`src/inc/wan_port_consts.vh`:
```
// Constants for the WAN nibble port and link strap block.
// Included by the WAN port core file; holds definitions only.
`ifndef WAN_PORT_CONSTS_VH
`define WAN_PORT_CONSTS_VH

// Register byte offsets
`define REG_CTRL        4'h0
`define REG_STRAP       4'h4
`define REG_PORT_CFG    4'h8
`define REG_STATUS      4'hc

// Control register fields
`define CTRL_LINK_EN    0
`define CTRL_COLL_TEST  1

// Status register fields
`define STAT_TX_READY   0
`define STAT_RX_ACTIVE  1
`define STAT_TX_FRAME   2
`define STAT_BAD_COMBO  3

// Clock rates
`define SYS_CLK_HZ      50000000
`define FAST_MII_HZ     25000000
`define SLOW_MII_HZ     2500000

// Strap defaults after reset
`define STRAP_RESET     16'h0000

`endif

```
`src/core/wan_port.v`:
```
// WAN nibble port in PHY role plus per-port link strap decoding.
// Assumes straps settle before reset release; partner MAC samples on rising clock.
//
// Functional notes
// - Transmit nibble is sampled on each rising edge of the WAN transmit clock.
// - Nibbles are accepted only while the sampled transmit enable is high.
// - Collision output high only in half duplex, during a collision or while the collision test bit is set.
// - Receive valid frames each received nibble, launched on the receive clock fall.
// - Receive nibble changes only on falling edges of the receive clock.
// - High force strap disables autonegotiation; low advertises every capability.
// - With external select high and LAN role strap low (PHY role), port four straps steer the LAN interface link.
// - Force straps come from alternate pins while the LAN interface is MAC role.
// - High speed strap forces 100 Mb/s; low forces 10 Mb/s.
// - High duplex strap forces full duplex; low forces half duplex.
// - With external select high and LAN role strap low (PHY role), port four speed and duplex apply to the LAN link.
// - LAN role strap high selects MAC role, low selects PHY role.
//
// Implementation choices: the Wishbone slave port and the register offsets.
`timescale 1ns/100ps
`include "wan_port_consts.vh"
module wan_port #(
  parameter NPORTS = 5
) (
  // System
  input  wire              clk_i,
  input  wire              rst_i,
  // Wishbone slave
  input  wire              cyc_i,
  input  wire              stb_i,
  input  wire              we_i,
  input  wire [3:0]        adr_i,
  input  wire [3:0]        sel_i,
  input  wire [31:0]       dat_i,
  output reg  [31:0]       dat_o,
  output reg               ack_o,
  // Strap pins
  input  wire [NPORTS-1:0] force_strap_i,
  input  wire [NPORTS-1:0] force_alt_strap_i,
  input  wire [NPORTS-1:0] speed_strap_i,
  input  wire [NPORTS-1:0] duplex_strap_i,
  input  wire              external_port_select_strap_i,
  input  wire              lan_if_mac_role_strap_i,
  // Decoded link settings
  output reg  [NPORTS-1:0] autonegotiation_o,
  output reg  [NPORTS-1:0] forced_100_o,
  output reg  [NPORTS-1:0] forced_full_o,
  output reg               lan_phy_forced_o,
  output reg               lan_phy_100_o,
  output reg               lan_phy_full_o,
  output reg               lan_mac_role_o,
  // WAN nibble pins toward the external MAC
  output reg               wan_tx_clock_o,
  output reg               wan_rx_clock_o,
  input  wire [3:0]        wan_tx_nibble_i,
  input  wire              wan_tx_enable_i,
  output reg  [3:0]        wan_rx_nibble_o,
  output reg               wan_rx_valid_o,
  output reg               wan_collision_o,
  // Switch side of port four
  output reg  [3:0]        sw_rx_nibble_o,
  output reg               sw_rx_sof_o,
  output reg               sw_rx_valid_o,
  input  wire              sw_rx_ready_i,
  input  wire [3:0]        sw_tx_nibble_i,
  input  wire              sw_tx_valid_i,
  output reg               sw_tx_ready_o,
  input  wire              sw_collision_i
);
  localparam integer HALF_FAST = (`SYS_CLK_HZ / `FAST_MII_HZ) / 2;
  localparam integer HALF_SLOW = (`SYS_CLK_HZ / `SLOW_MII_HZ) / 2;
  localparam [4:0]   DIV_FAST  = HALF_FAST[4:0];
  localparam [4:0]   DIV_SLOW  = HALF_SLOW[4:0];
  localparam [2:0] ST_IDLE  = 3'b001;
  localparam [2:0] ST_FRAME = 3'b010;
  localparam [2:0] ST_GAP   = 3'b100;

  // Captured straps
  reg [NPORTS-1:0] cap_force;
  reg [NPORTS-1:0] cap_speed;
  reg [NPORTS-1:0] cap_duplex;
  reg              cap_ext;
  reg              cap_mac;
  // Strap pin synchronisers
  reg [4*NPORTS+1:0] strap_s1;
  reg [4*NPORTS+1:0] strap_s2;
  // Software control
  reg              link_en;
  reg              coll_test;
  // Clock divider
  reg [4:0]        div_cnt;
  reg              mii_clk;
  wire             port4_100;
  // Transmit path
  reg [3:0]        txd_s1;
  reg [3:0]        txd_s2;
  reg              txen_s1;
  reg              txen_s2;
  reg [2:0]        tx_state;
  reg              tx_first;
  wire             tx_rise;
  wire             buf_in_ready;
  wire [4:0]       buf_out_data;
  wire             buf_out_valid;
  wire             buf_out_ready;
  // Receive path
  reg              rx_active;
  wire             rx_fall;
  wire             port4_full;
  reg [31:0]       next_dat;
  reg              bad_combo;

  assign port4_100  = cap_speed[NPORTS-1] | ~cap_force[NPORTS-1];
  assign port4_full = cap_duplex[NPORTS-1] | ~cap_force[NPORTS-1];
  assign tx_rise    = (div_cnt == 5'h00) && !mii_clk;
  assign rx_fall    = wan_rx_clock_o && !mii_clk;

  // Illegal strap combination detector
  function combo_bad;
    input f;
    input s;
    input d;
    begin
      combo_bad = f & ~s & ~d;
    end
  endfunction

  // Strap capture while reset is asserted, after two synchroniser stages
  always @(posedge clk_i)
  begin
    strap_s1 <= {lan_if_mac_role_strap_i, external_port_select_strap_i, duplex_strap_i,
                 speed_strap_i, force_alt_strap_i, force_strap_i};
    strap_s2 <= strap_s1;
    if (rst_i)
    begin
      cap_force  <= strap_s2[4*NPORTS+1] ? strap_s2[2*NPORTS-1:NPORTS]
                                         : strap_s2[NPORTS-1:0];
      cap_speed  <= strap_s2[3*NPORTS-1:2*NPORTS];
      cap_duplex <= strap_s2[4*NPORTS-1:3*NPORTS];
      cap_ext    <= strap_s2[4*NPORTS];
      cap_mac    <= strap_s2[4*NPORTS+1];
    end
  end

  // Decoded settings
  integer i;
  always @(posedge clk_i)
  begin
    if (rst_i)
    begin
      autonegotiation_o <= {NPORTS{1'b1}};
      forced_100_o      <= {NPORTS{1'b0}};
      forced_full_o     <= {NPORTS{1'b0}};
      lan_phy_forced_o  <= 1'b0;
      lan_phy_100_o     <= 1'b0;
      lan_phy_full_o    <= 1'b0;
      lan_mac_role_o    <= 1'b0;
      bad_combo         <= 1'b0;
    end
    else
    begin
      autonegotiation_o <= ~cap_force;
      forced_100_o      <= cap_force & cap_speed;
      forced_full_o     <= cap_force & cap_duplex;
      lan_phy_forced_o  <= cap_ext & ~cap_mac & cap_force[NPORTS-1];
      lan_phy_100_o     <= cap_ext & ~cap_mac & cap_speed[NPORTS-1];
      lan_phy_full_o    <= cap_ext & ~cap_mac & cap_duplex[NPORTS-1];
      lan_mac_role_o    <= cap_mac;
      bad_combo         <= 1'b0;
      for (i = 0; i < NPORTS; i = i + 1)
        if (combo_bad(cap_force[i], cap_speed[i], cap_duplex[i]))
          bad_combo <= 1'b1;
    end
  end

  // WAN clock generation, 25 MHz or 2.5 MHz
  always @(posedge clk_i)
  begin
    if (rst_i)
    begin
      div_cnt        <= 5'h00;
      mii_clk        <= 1'b0;
      wan_tx_clock_o <= 1'b0;
      wan_rx_clock_o <= 1'b0;
    end
    else
    begin
      if (div_cnt == 5'h00)
      begin
        div_cnt <= (port4_100 ? DIV_FAST : DIV_SLOW) - 5'h01;
        mii_clk <= ~mii_clk;
      end
      else
        div_cnt <= div_cnt - 5'h01;
      wan_tx_clock_o <= mii_clk;
      wan_rx_clock_o <= mii_clk;
    end
  end

  // Pin synchronisers for transmit inputs
  always @(posedge clk_i)
  begin
    if (rst_i)
    begin
      txd_s1  <= 4'h0;
      txd_s2  <= 4'h0;
      txen_s1 <= 1'b0;
      txen_s2 <= 1'b0;
    end
    else
    begin
      txd_s1  <= wan_tx_nibble_i;
      txd_s2  <= txd_s1;
      txen_s1 <= wan_tx_enable_i;
      txen_s2 <= txen_s1;
    end
  end

  // Transmit framing, sampled on pin clock rising edge
  always @(posedge clk_i)
  begin
    if (rst_i)
    begin
      tx_state <= ST_IDLE;
      tx_first <= 1'b0;
    end
    else if (tx_rise)
    begin
      case (tx_state)
        ST_IDLE:
          if (txen_s2 && link_en)
          begin
            tx_state <= ST_FRAME;
            tx_first <= !buf_in_ready;
          end
        ST_FRAME:
        begin
          if (buf_in_ready)
            tx_first <= 1'b0;
          if (!txen_s2)
            tx_state <= ST_GAP;
        end
        ST_GAP:
          tx_state <= ST_IDLE;
        default:
          tx_state <= ST_IDLE;
      endcase
    end
  end

  nibble_skid #(
    .W (5)
  ) u_skid (
    .clk_i       (clk_i),
    .rst_i       (rst_i),
    .in_data_i   ({tx_first | (tx_state == ST_IDLE), txd_s2}),
    .in_valid_i  (tx_rise && txen_s2 && (tx_state == ST_FRAME ||
                  (tx_state == ST_IDLE && link_en))),
    .in_ready_o  (buf_in_ready),
    .out_data_o  (buf_out_data),
    .out_valid_o (buf_out_valid),
    .out_ready_i (buf_out_ready)
  );

  assign buf_out_ready = !sw_rx_valid_o || sw_rx_ready_i;

  always @(posedge clk_i)
  begin
    if (rst_i)
    begin
      sw_rx_valid_o  <= 1'b0;
      sw_rx_nibble_o <= 4'h0;
      sw_rx_sof_o    <= 1'b0;
    end
    else if (buf_out_ready)
    begin
      sw_rx_valid_o  <= buf_out_valid;
      sw_rx_nibble_o <= buf_out_data[3:0];
      sw_rx_sof_o    <= buf_out_data[4];
    end
  end

  // Receive path toward the MAC, launched on falling pin edge
  always @(posedge clk_i)
  begin
    if (rst_i)
    begin
      wan_rx_nibble_o <= 4'h0;
      wan_rx_valid_o  <= 1'b0;
      sw_tx_ready_o   <= 1'b0;
      rx_active       <= 1'b0;
    end
    else
    begin
      sw_tx_ready_o <= rx_fall && link_en && sw_tx_valid_i;
      if (rx_fall)
      begin
        wan_rx_valid_o  <= sw_tx_valid_i && link_en;
        rx_active       <= sw_tx_valid_i && link_en;
        wan_rx_nibble_o <= sw_tx_valid_i ? sw_tx_nibble_i : 4'h0;
      end
    end
  end

  // Collision only in half duplex
  always @(posedge clk_i)
  begin
    if (rst_i)
      wan_collision_o <= 1'b0;
    else
      wan_collision_o <= !port4_full && (sw_collision_i || coll_test) && link_en;
  end

  // Wishbone register access
  always @*
  begin
    next_dat = 32'h00000000;
    case (adr_i)
      `REG_CTRL:
      begin
        next_dat[`CTRL_LINK_EN]   = link_en;
        next_dat[`CTRL_COLL_TEST] = coll_test;
      end
      `REG_STRAP:
        next_dat[4*NPORTS+1-NPORTS:0] = {cap_mac, cap_ext, cap_duplex, cap_speed, cap_force};
      `REG_PORT_CFG:
        next_dat[14:0] = {forced_full_o, forced_100_o, autonegotiation_o};
      `REG_STATUS:
      begin
        next_dat[`STAT_TX_READY]  = buf_in_ready;
        next_dat[`STAT_RX_ACTIVE] = rx_active;
        next_dat[`STAT_TX_FRAME]  = (tx_state == ST_FRAME);
        next_dat[`STAT_BAD_COMBO] = bad_combo;
      end
      default:
        next_dat = 32'h00000000;
    endcase
  end

  always @(posedge clk_i)
  begin
    if (rst_i)
    begin
      ack_o     <= 1'b0;
      dat_o     <= 32'h00000000;
      link_en   <= 1'b1;
      coll_test <= 1'b0;
    end
    else
    begin
      ack_o <= cyc_i && stb_i && !ack_o;
      dat_o <= next_dat;
      if (cyc_i && stb_i && ack_o && we_i && sel_i[0] && adr_i == `REG_CTRL)
      begin
        link_en   <= dat_i[`CTRL_LINK_EN];
        coll_test <= dat_i[`CTRL_COLL_TEST];
      end
    end
  end
endmodule // wan_port

```
`src/core/nibble_skid.v`:
```
// Two-entry buffer for nibble words with valid and ready on both sides.
// Assumes a single clock and synchronous active-high reset.
`timescale 1ns/100ps
module nibble_skid #(
  parameter W = 5
) (
  // System
  input  wire         clk_i,
  input  wire         rst_i,
  // Fill side
  input  wire [W-1:0] in_data_i,
  input  wire         in_valid_i,
  output wire         in_ready_o,
  // Drain side
  output wire [W-1:0] out_data_o,
  output wire         out_valid_o,
  input  wire         out_ready_i
);
  reg [W-1:0] mem [0:1];
  reg         wr_ptr;
  reg         rd_ptr;
  reg [1:0]   count;
  wire        push;
  wire        pop;

  assign in_ready_o  = (count != 2'h2);
  assign out_valid_o = (count != 2'h0);
  assign out_data_o  = mem[rd_ptr];
  assign push        = in_valid_i && in_ready_o;
  assign pop         = out_valid_o && out_ready_i;

  always @(posedge clk_i)
  begin
    if (rst_i)
    begin
      wr_ptr <= 1'b0;
      rd_ptr <= 1'b0;
      count  <= 2'h0;
    end
    else
    begin
      if (push)
      begin
        mem[wr_ptr] <= in_data_i;
        wr_ptr      <= ~wr_ptr;
      end
      if (pop)
        rd_ptr <= ~rd_ptr;
      if (push && !pop)
        count <= count + 2'h1;
      else if (pop && !push)
        count <= count - 2'h1;
    end
  end
endmodule // nibble_skid

```
`config.mk`:
```
export PLATFORM = sky130hd
export DESIGN_NAME = wan_port
export DESIGN_NICKNAME = d
export VERILOG_FILES = /design/src/core/wan_port.v /design/src/core/nibble_skid.v
export VERILOG_INCLUDE_DIRS = /design/src /design/src/inc
export SDC_FILE = /design/constraint.sdc
export NUM_CORES = 1
export LEC_CHECK = 0
export BUFFER_PORTS_ARGS = -buffer_cell sky130_fd_sc_hd__buf_2
export CORE_AREA = 5 5 156 98
export DETAILED_ROUTE_END_ITERATION = 8
export DIE_AREA = 0 0 161 103
export GPL_ROUTABILITY_DRIVEN = 1
export SYNTH_ARGS = -nofsm -noshare
export SYNTH_HDL_FRONTEND = slang
export SYNTH_SLANG_ARGS = --single-unit
```
`constraint.sdc`:
```
create_clock -name clk_i -period 3.5 [get_ports clk_i]
set_input_delay 0.35 -clock clk_i [delete_from_list [all_inputs] [get_ports clk_i]]
set_output_delay 0.35 -clock clk_i [all_outputs]
set_load 0.01 [all_outputs]
```
### Word-level counts from Yosys, hierarchy flattened

Memory sizes are Yosys's and may differ from the RTL's. A register that Yosys moved wholly into a read port is not among the register bits.
Index checks and enable logic that the tools add are counted.

* reductions and logical operators: 39
* bitwise gates (word level): 36
* multiplexer cells: 23
* add/sub/neg operators: 4
* eq/ne operators: 9

Operators with widths (number)
* $pmux 11 s2: 1
* $logic_and 1x1->1: 21
* $not 1->1: 16
* $and 1x1->1: 14
* $and 5x5->5: 2
* $mux 1: 10
* $mux 5: 2
* $eq 4x4->1 const B: 2
* $mux 4: 2
* $ne 2x2->1 const B: 4
* $pmux 2 s4: 1
* $logic_not 1->1: 7
* $mux 3: 2
* $pmux 2 s3: 1
* $pmux 3 s2: 1
* $reduce_bool 2->1: 3
* $logic_not 5->1: 1
* $not 5->5: 1
* $sub 4x1->5 const B: 1
* $sub 5x1->5 const B: 1
* $eq 4x3->1 const B: 1
* $logic_not 4->1: 1
* $mux 2: 2
* $reduce_and 4->1: 1
* 9 further kinds: 13

* register bits: 149
* output and inout port bits: 67
* bits in writable memories: 10
* input port bits: 79
* memories kept: 1
* word-level logic and storage cells: 150

Memory list
* u_skid.mem: depth 2, width 5, read ports 1, clocked after memory_dff 1, write ports 1, line nibble_skid.v:19 `reg [W-1:0] mem [0:1];`

### Longest topological paths before layout

* depth in word-level cells: 9
* depth in mapped cells: 9
* depth with buffers taken out: 8

### Modules after synthesis

From an unflattened synthesis, not the netlist that was laid out.

* cells, all modules: 378
* area, all modules: 4732.0 um^2

Modules (own cells, without submodules)
* wan_port: cells each 336, times used 1, sequential area each 2872.8 um^2, area an instance 4147.7 um^2
* nibble_skid: cells each 42, times used 1, sequential area each 400.4 um^2, area an instance 584.3 um^2

### Worst setup path before layout

Ideal clock, no wire load.

* path type: reg2reg
* start point: register div_cnt[1]
* end point: memory u_skid.mem[1][0], enable pin
* data required time: 3125 ps
* buffers on the path: 1
* library setup time: 375 ps
* cell stages (with the launch flop): 6
* clock period less this slack: 2543 ps
* setup slack: 957 ps
* arrival time: 2168 ps
* path through: dfxtp_1 or4_4 or3_1 clkbuf_2 or3_1 nor3b_1

* word-level cells in the longest chain between the ends: 8

Ends and longest elaborated chain
* from (decl): line wan_port.v:90 `reg [4:0] div_cnt;`
* from (signal assigned): line wan_port.v:189 `div_cnt <= (port4_100 ? DIV_FAST : DIV_SLOW) - 5'h01;`
* from (signal assigned): line wan_port.v:193 `div_cnt <= div_cnt - 5'h01;`
* $logic_not 5->1: line wan_port.v:114 `assign tx_rise = (div_cnt == 5'h00) && !mii_clk;`
* $logic_and 1x1->1: line wan_port.v:114
* $logic_and 1x1->1 (2 in a row): line wan_port.v:256 `.in_valid_i (tx_rise && txen_s2 && (tx_state == ST_FRAME ||`
* $logic_and 1x1->1: line nibble_skid.v:29 `assign push = in_valid_i && in_ready_o;`
* $mux 1: line nibble_skid.v:42 `if (push)`
* $mux 1: line nibble_skid.v:34 `if (rst_i)`
* $mux 1 (not written as such): line nibble_skid.v:44 `mem[wr_ptr] <= in_data_i;`
* to (decl): line nibble_skid.v:19

No other way between the ends.

### Worst setup path in the final report

* start point: register div_cnt[1]
* end point: memory u_skid.mem[1][4], enable pin

Same word-level chain as after synthesis.

==> results.md <==
- Cts repair resizes: 0
- Routed wire length: 9720 um
- Postcts setup bufs: 0
- Placed cells: 644
- Share of the synthesized area in the top cell type: 52.1%
- Final setup viols: 0
- GP Congestion: 0.781
- Total track usage: 12.1%
- Status: finished, final reports clean
- Crit end category: flop
- P_sw: 1.06 mW
- Placeable core region: 14000 sq um
- CP max FO: 8
- Setup_tns: 0 ns
- Root buffer cell: clkbuf_16
- Via-per-instance ratio: 4.48
- WP data required: 3.54 ns
- Die Width: 161 um
- Power density over cell area: 717 nW/um^2
- Dpl hpwl: 7030 um
- Fmax: 0.369 GHz
- Sequential share of power: 47.1%
- Seq/Total Area, Yosys: 69.4%
- WHS: 0.0323 ns
- Final setup margin: 0.792 ns
- First-pass GRT wire length: 15400 um
- Multi-input logic area: 1290 sq um
- P&R area growth vs syn: 25.1%
- Initial core utilization: 33.6%
- # Max-Cap Violations: 0
- Sink Count: 149
- DP Worst Slack: 0.776 ns
- Synth Register Bits: 149
- Headroom to the max-slew limit: 47.4%
- Final Critical Period: 2.71 ns
- Layout cells sized above 1: 27.6%
- Leakage: 2.52 nW
- Max VDD drop: 0.000272 V
- First-pass detailed-route iteration total: 4
- Pwr Total: 4.20 mW
- Row cnt: 34
- Clk buf depth: 2
- Final Util: 42.0%
- Pin count of the biggest net entering global routing: 57
- Die area: 16600 sq um
- Total gr overflow: 0
- Slew @ Worst Pin: 0.769 ns
- TritonCTS clock tree: yes
- Post-DP Area: 5280 sq um
- Via count: 3030
- Post-Syn Area: 4690 sq um
- Net count reported at finish: 564
- Final instance area: 5870 sq um
- Switching Share: 25.1%
- Leading area contributor after synthesis: dfxtp_1
- Syn avg cell area: 12.2 sq um
- Wire per inst: 14.4 um
- DRC Markers: 0
- Initial antenna violation count: 0
- Crit share post-route: 77.4%
- Hold_buf cts: 0
- FF+latch area: 3250 sq um
- Hold Vio Cnt, Final: 0
- DR iter-0 viols: 142
- Post-Syn Instances: 383
- Internal cell power: 3.15 mW
- Tightest Hold Check Type: input pin to flop
- Synth cell types: 42
- Die Ht: 103 um
- Worst Skew: 0.00826 ns
- Antenna-violating nets left: 0
- Worst-skew pair later-pin latency: 0.41 ns
- Startpoint Class: flop
- Gate power share: 11.0%
- Clock power share: 41.9%
- CTS clk-pin slew, worst paths: 0.06 ns
- Layout fillers: 1325
- CTS H-tree lvls: 4
- Critical path type: flop to flop
- Slew Limit Fails: 0
- Non-Filler Instances: 676
- Yosys Warn Count: 0
- Cts bufs inserted: 17
- # port buffers: 97
- I/O pins: 146
- Top post-synthesis cells by area: dfxtp_1 52%, edfxtp_1 17%, nor2_1 2.7%, buf_4 2.6%, nor2b_1 2.4%
- RSZ-0062 raised after global routing: no
- Vias in the first global route: 3014
- Diode count: 0
- CP arrival: 2.75 ns
## critical path, stage by stage, from the launching register on
cell and delay, ns:
dfxtp_1 0.32, or4_4 0.56, or3_1 0.44, or3_1 0.45, nor3b_1 0.57
## kinds of logic after synthesis
group           Yosys count  share of synthesized area (%)
compound gates           53                           7.66
xor+xnor                  4                          0.747
other cells               1                         0.0800
mux                      16                           3.63
buf+inv                  37                           4.27
fa+ha+maj                 2                          0.534
flops                   149                           69.4
simple gates            121                           13.7
## flip-flops by register name, summed over array words and instances, names as in the netlist, 2 cells and up
register,cells
autonegotiation_o,5
cap_duplex,5
cap_force,5
cap_speed,5
dat_o,17
div_cnt,5
forced_100_o,5
forced_full_o,5
strap_s1,22
strap_s2,22
sw_rx_nibble_o,4
tx_state,3
txd_s1,4
txd_s2,4
u_skid.count,2
u_skid.mem,10
wan_rx_nibble_o,4
## cells in the mapped netlist
| library cell | n |
|---|---|
| a31oi_1 | 1 |
| mux2_2 | 8 |
| or2_2 | 1 |
| mux2i_1 | 8 |
| a2111oi_0 | 1 |
| buf_4 | 16 |
| dfxtp_1 | 122 |
| nor3b_1 | 7 |
| or4_1 | 3 |
| buf_1 | 3 |
| nor2b_1 | 18 |
| edfxtp_1 | 27 |
| nand2_1 | 18 |
| nor3_1 | 3 |
| o21ai_0 | 5 |
| o2111ai_1 | 1 |
| a211oi_1 | 9 |
| conb_1 | 1 |
| xor2_1 | 3 |
| a311oi_1 | 2 |
| nand2b_1 | 6 |
| a21oi_1 | 14 |
| xnor2_1 | 1 |
| or3_1 | 5 |
| and3_1 | 11 |
| o21a_1 | 1 |
| o32a_1 | 1 |
| nor4b_1 | 1 |
| nor4bb_1 | 1 |
| clkbuf_1 | 11 |
| ha_1 | 2 |
| or4_4 | 1 |
| clkbuf_2 | 1 |
| nor2_1 | 34 |
| inv_1 | 6 |
| nor4_1 | 1 |
| and2_1 | 3 |
| o31ai_1 | 3 |
| nand3_1 | 6 |
| a22oi_1 | 14 |
| nand3b_1 | 2 |
| a41o_1 | 1 |
## final timing paths
| kind | start | endpoint | slack (ns) | cells after the start |
|---|---|---|---|---|
| setup reg to reg | div_cnt[1] | u_skid.mem[1][4] | 0.79 | 4 |
| hold reg to reg | strap_s1[21] | strap_s2[21] | 0.33 | 0 |
| setup / recovery | div_cnt[1] | u_skid.mem[1][4] | 0.79 | 4 |
| hold / removal | speed_strap_i[3] | strap_s1[13] | 0.03 | 1 |
## placed cells by master (no fill, tap or decap), types with 2 or more instances in the layout
cell type	synthesis	final
dfxtp_1	122	122
buf_2	0	97
nor2_1	34	34
edfxtp_1	27	27
nand2_1	18	18
nor2b_1	18	18
clkbuf_16	0	18
conb_1	1	15
a21oi_1	14	14
a22oi_1	14	14
and3_1	11	11
a211oi_1	9	9
mux2_2	8	8
mux2i_1	8	8
nor3b_1	7	7
nand2b_1	6	6
inv_1	6	6
nand3_1	6	6
or3_1	5	5
o21ai_0	5	5
clkinv_4	0	4
nor3_1	3	3
and2_1	3	3
o31ai_1	3	3
or4_1	3	3
xor2_1	3	3
inv_6	0	3
nand3b_1	2	2
a311oi_1	2	2
ha_1	2	2
clkbuf_1	11	2
## layout make-up
class / instances / share of cell area, %
clock buffer: 21 / 8.04
clock inverter: 11 / 1.94
inverter: 6 / 0.384
multi-input combinational: 211 / 21.9
sequential: 149 / 55.4
tap: 180 / 3.84
timing repair buffer: 98 / 8.40
## power groups by stage
stage / logic [mW] / registers [mW] / clock network (mW)
6_report: 0.462 / 1.98 / 1.76
5_1_grt: 0.528 / 2.00 / 1.88
4_1_cts: 0.466 / 1.98 / 1.80
3_5_place_dp: 0.463 / 2.02 / 0
3_3_place_gp: 0.444 / 2.01 / 0
2_1_floorplan: 0.343 / 2.00 / 0
## metal layers
metal  track usage [%]  part of all wire [%]
met2              17.2                    41
met1              16.1                    50
met4              6.23                   1.9
met3              4.87                   6.6
met5                 0                     0
(Power assumes the default switching activity.)
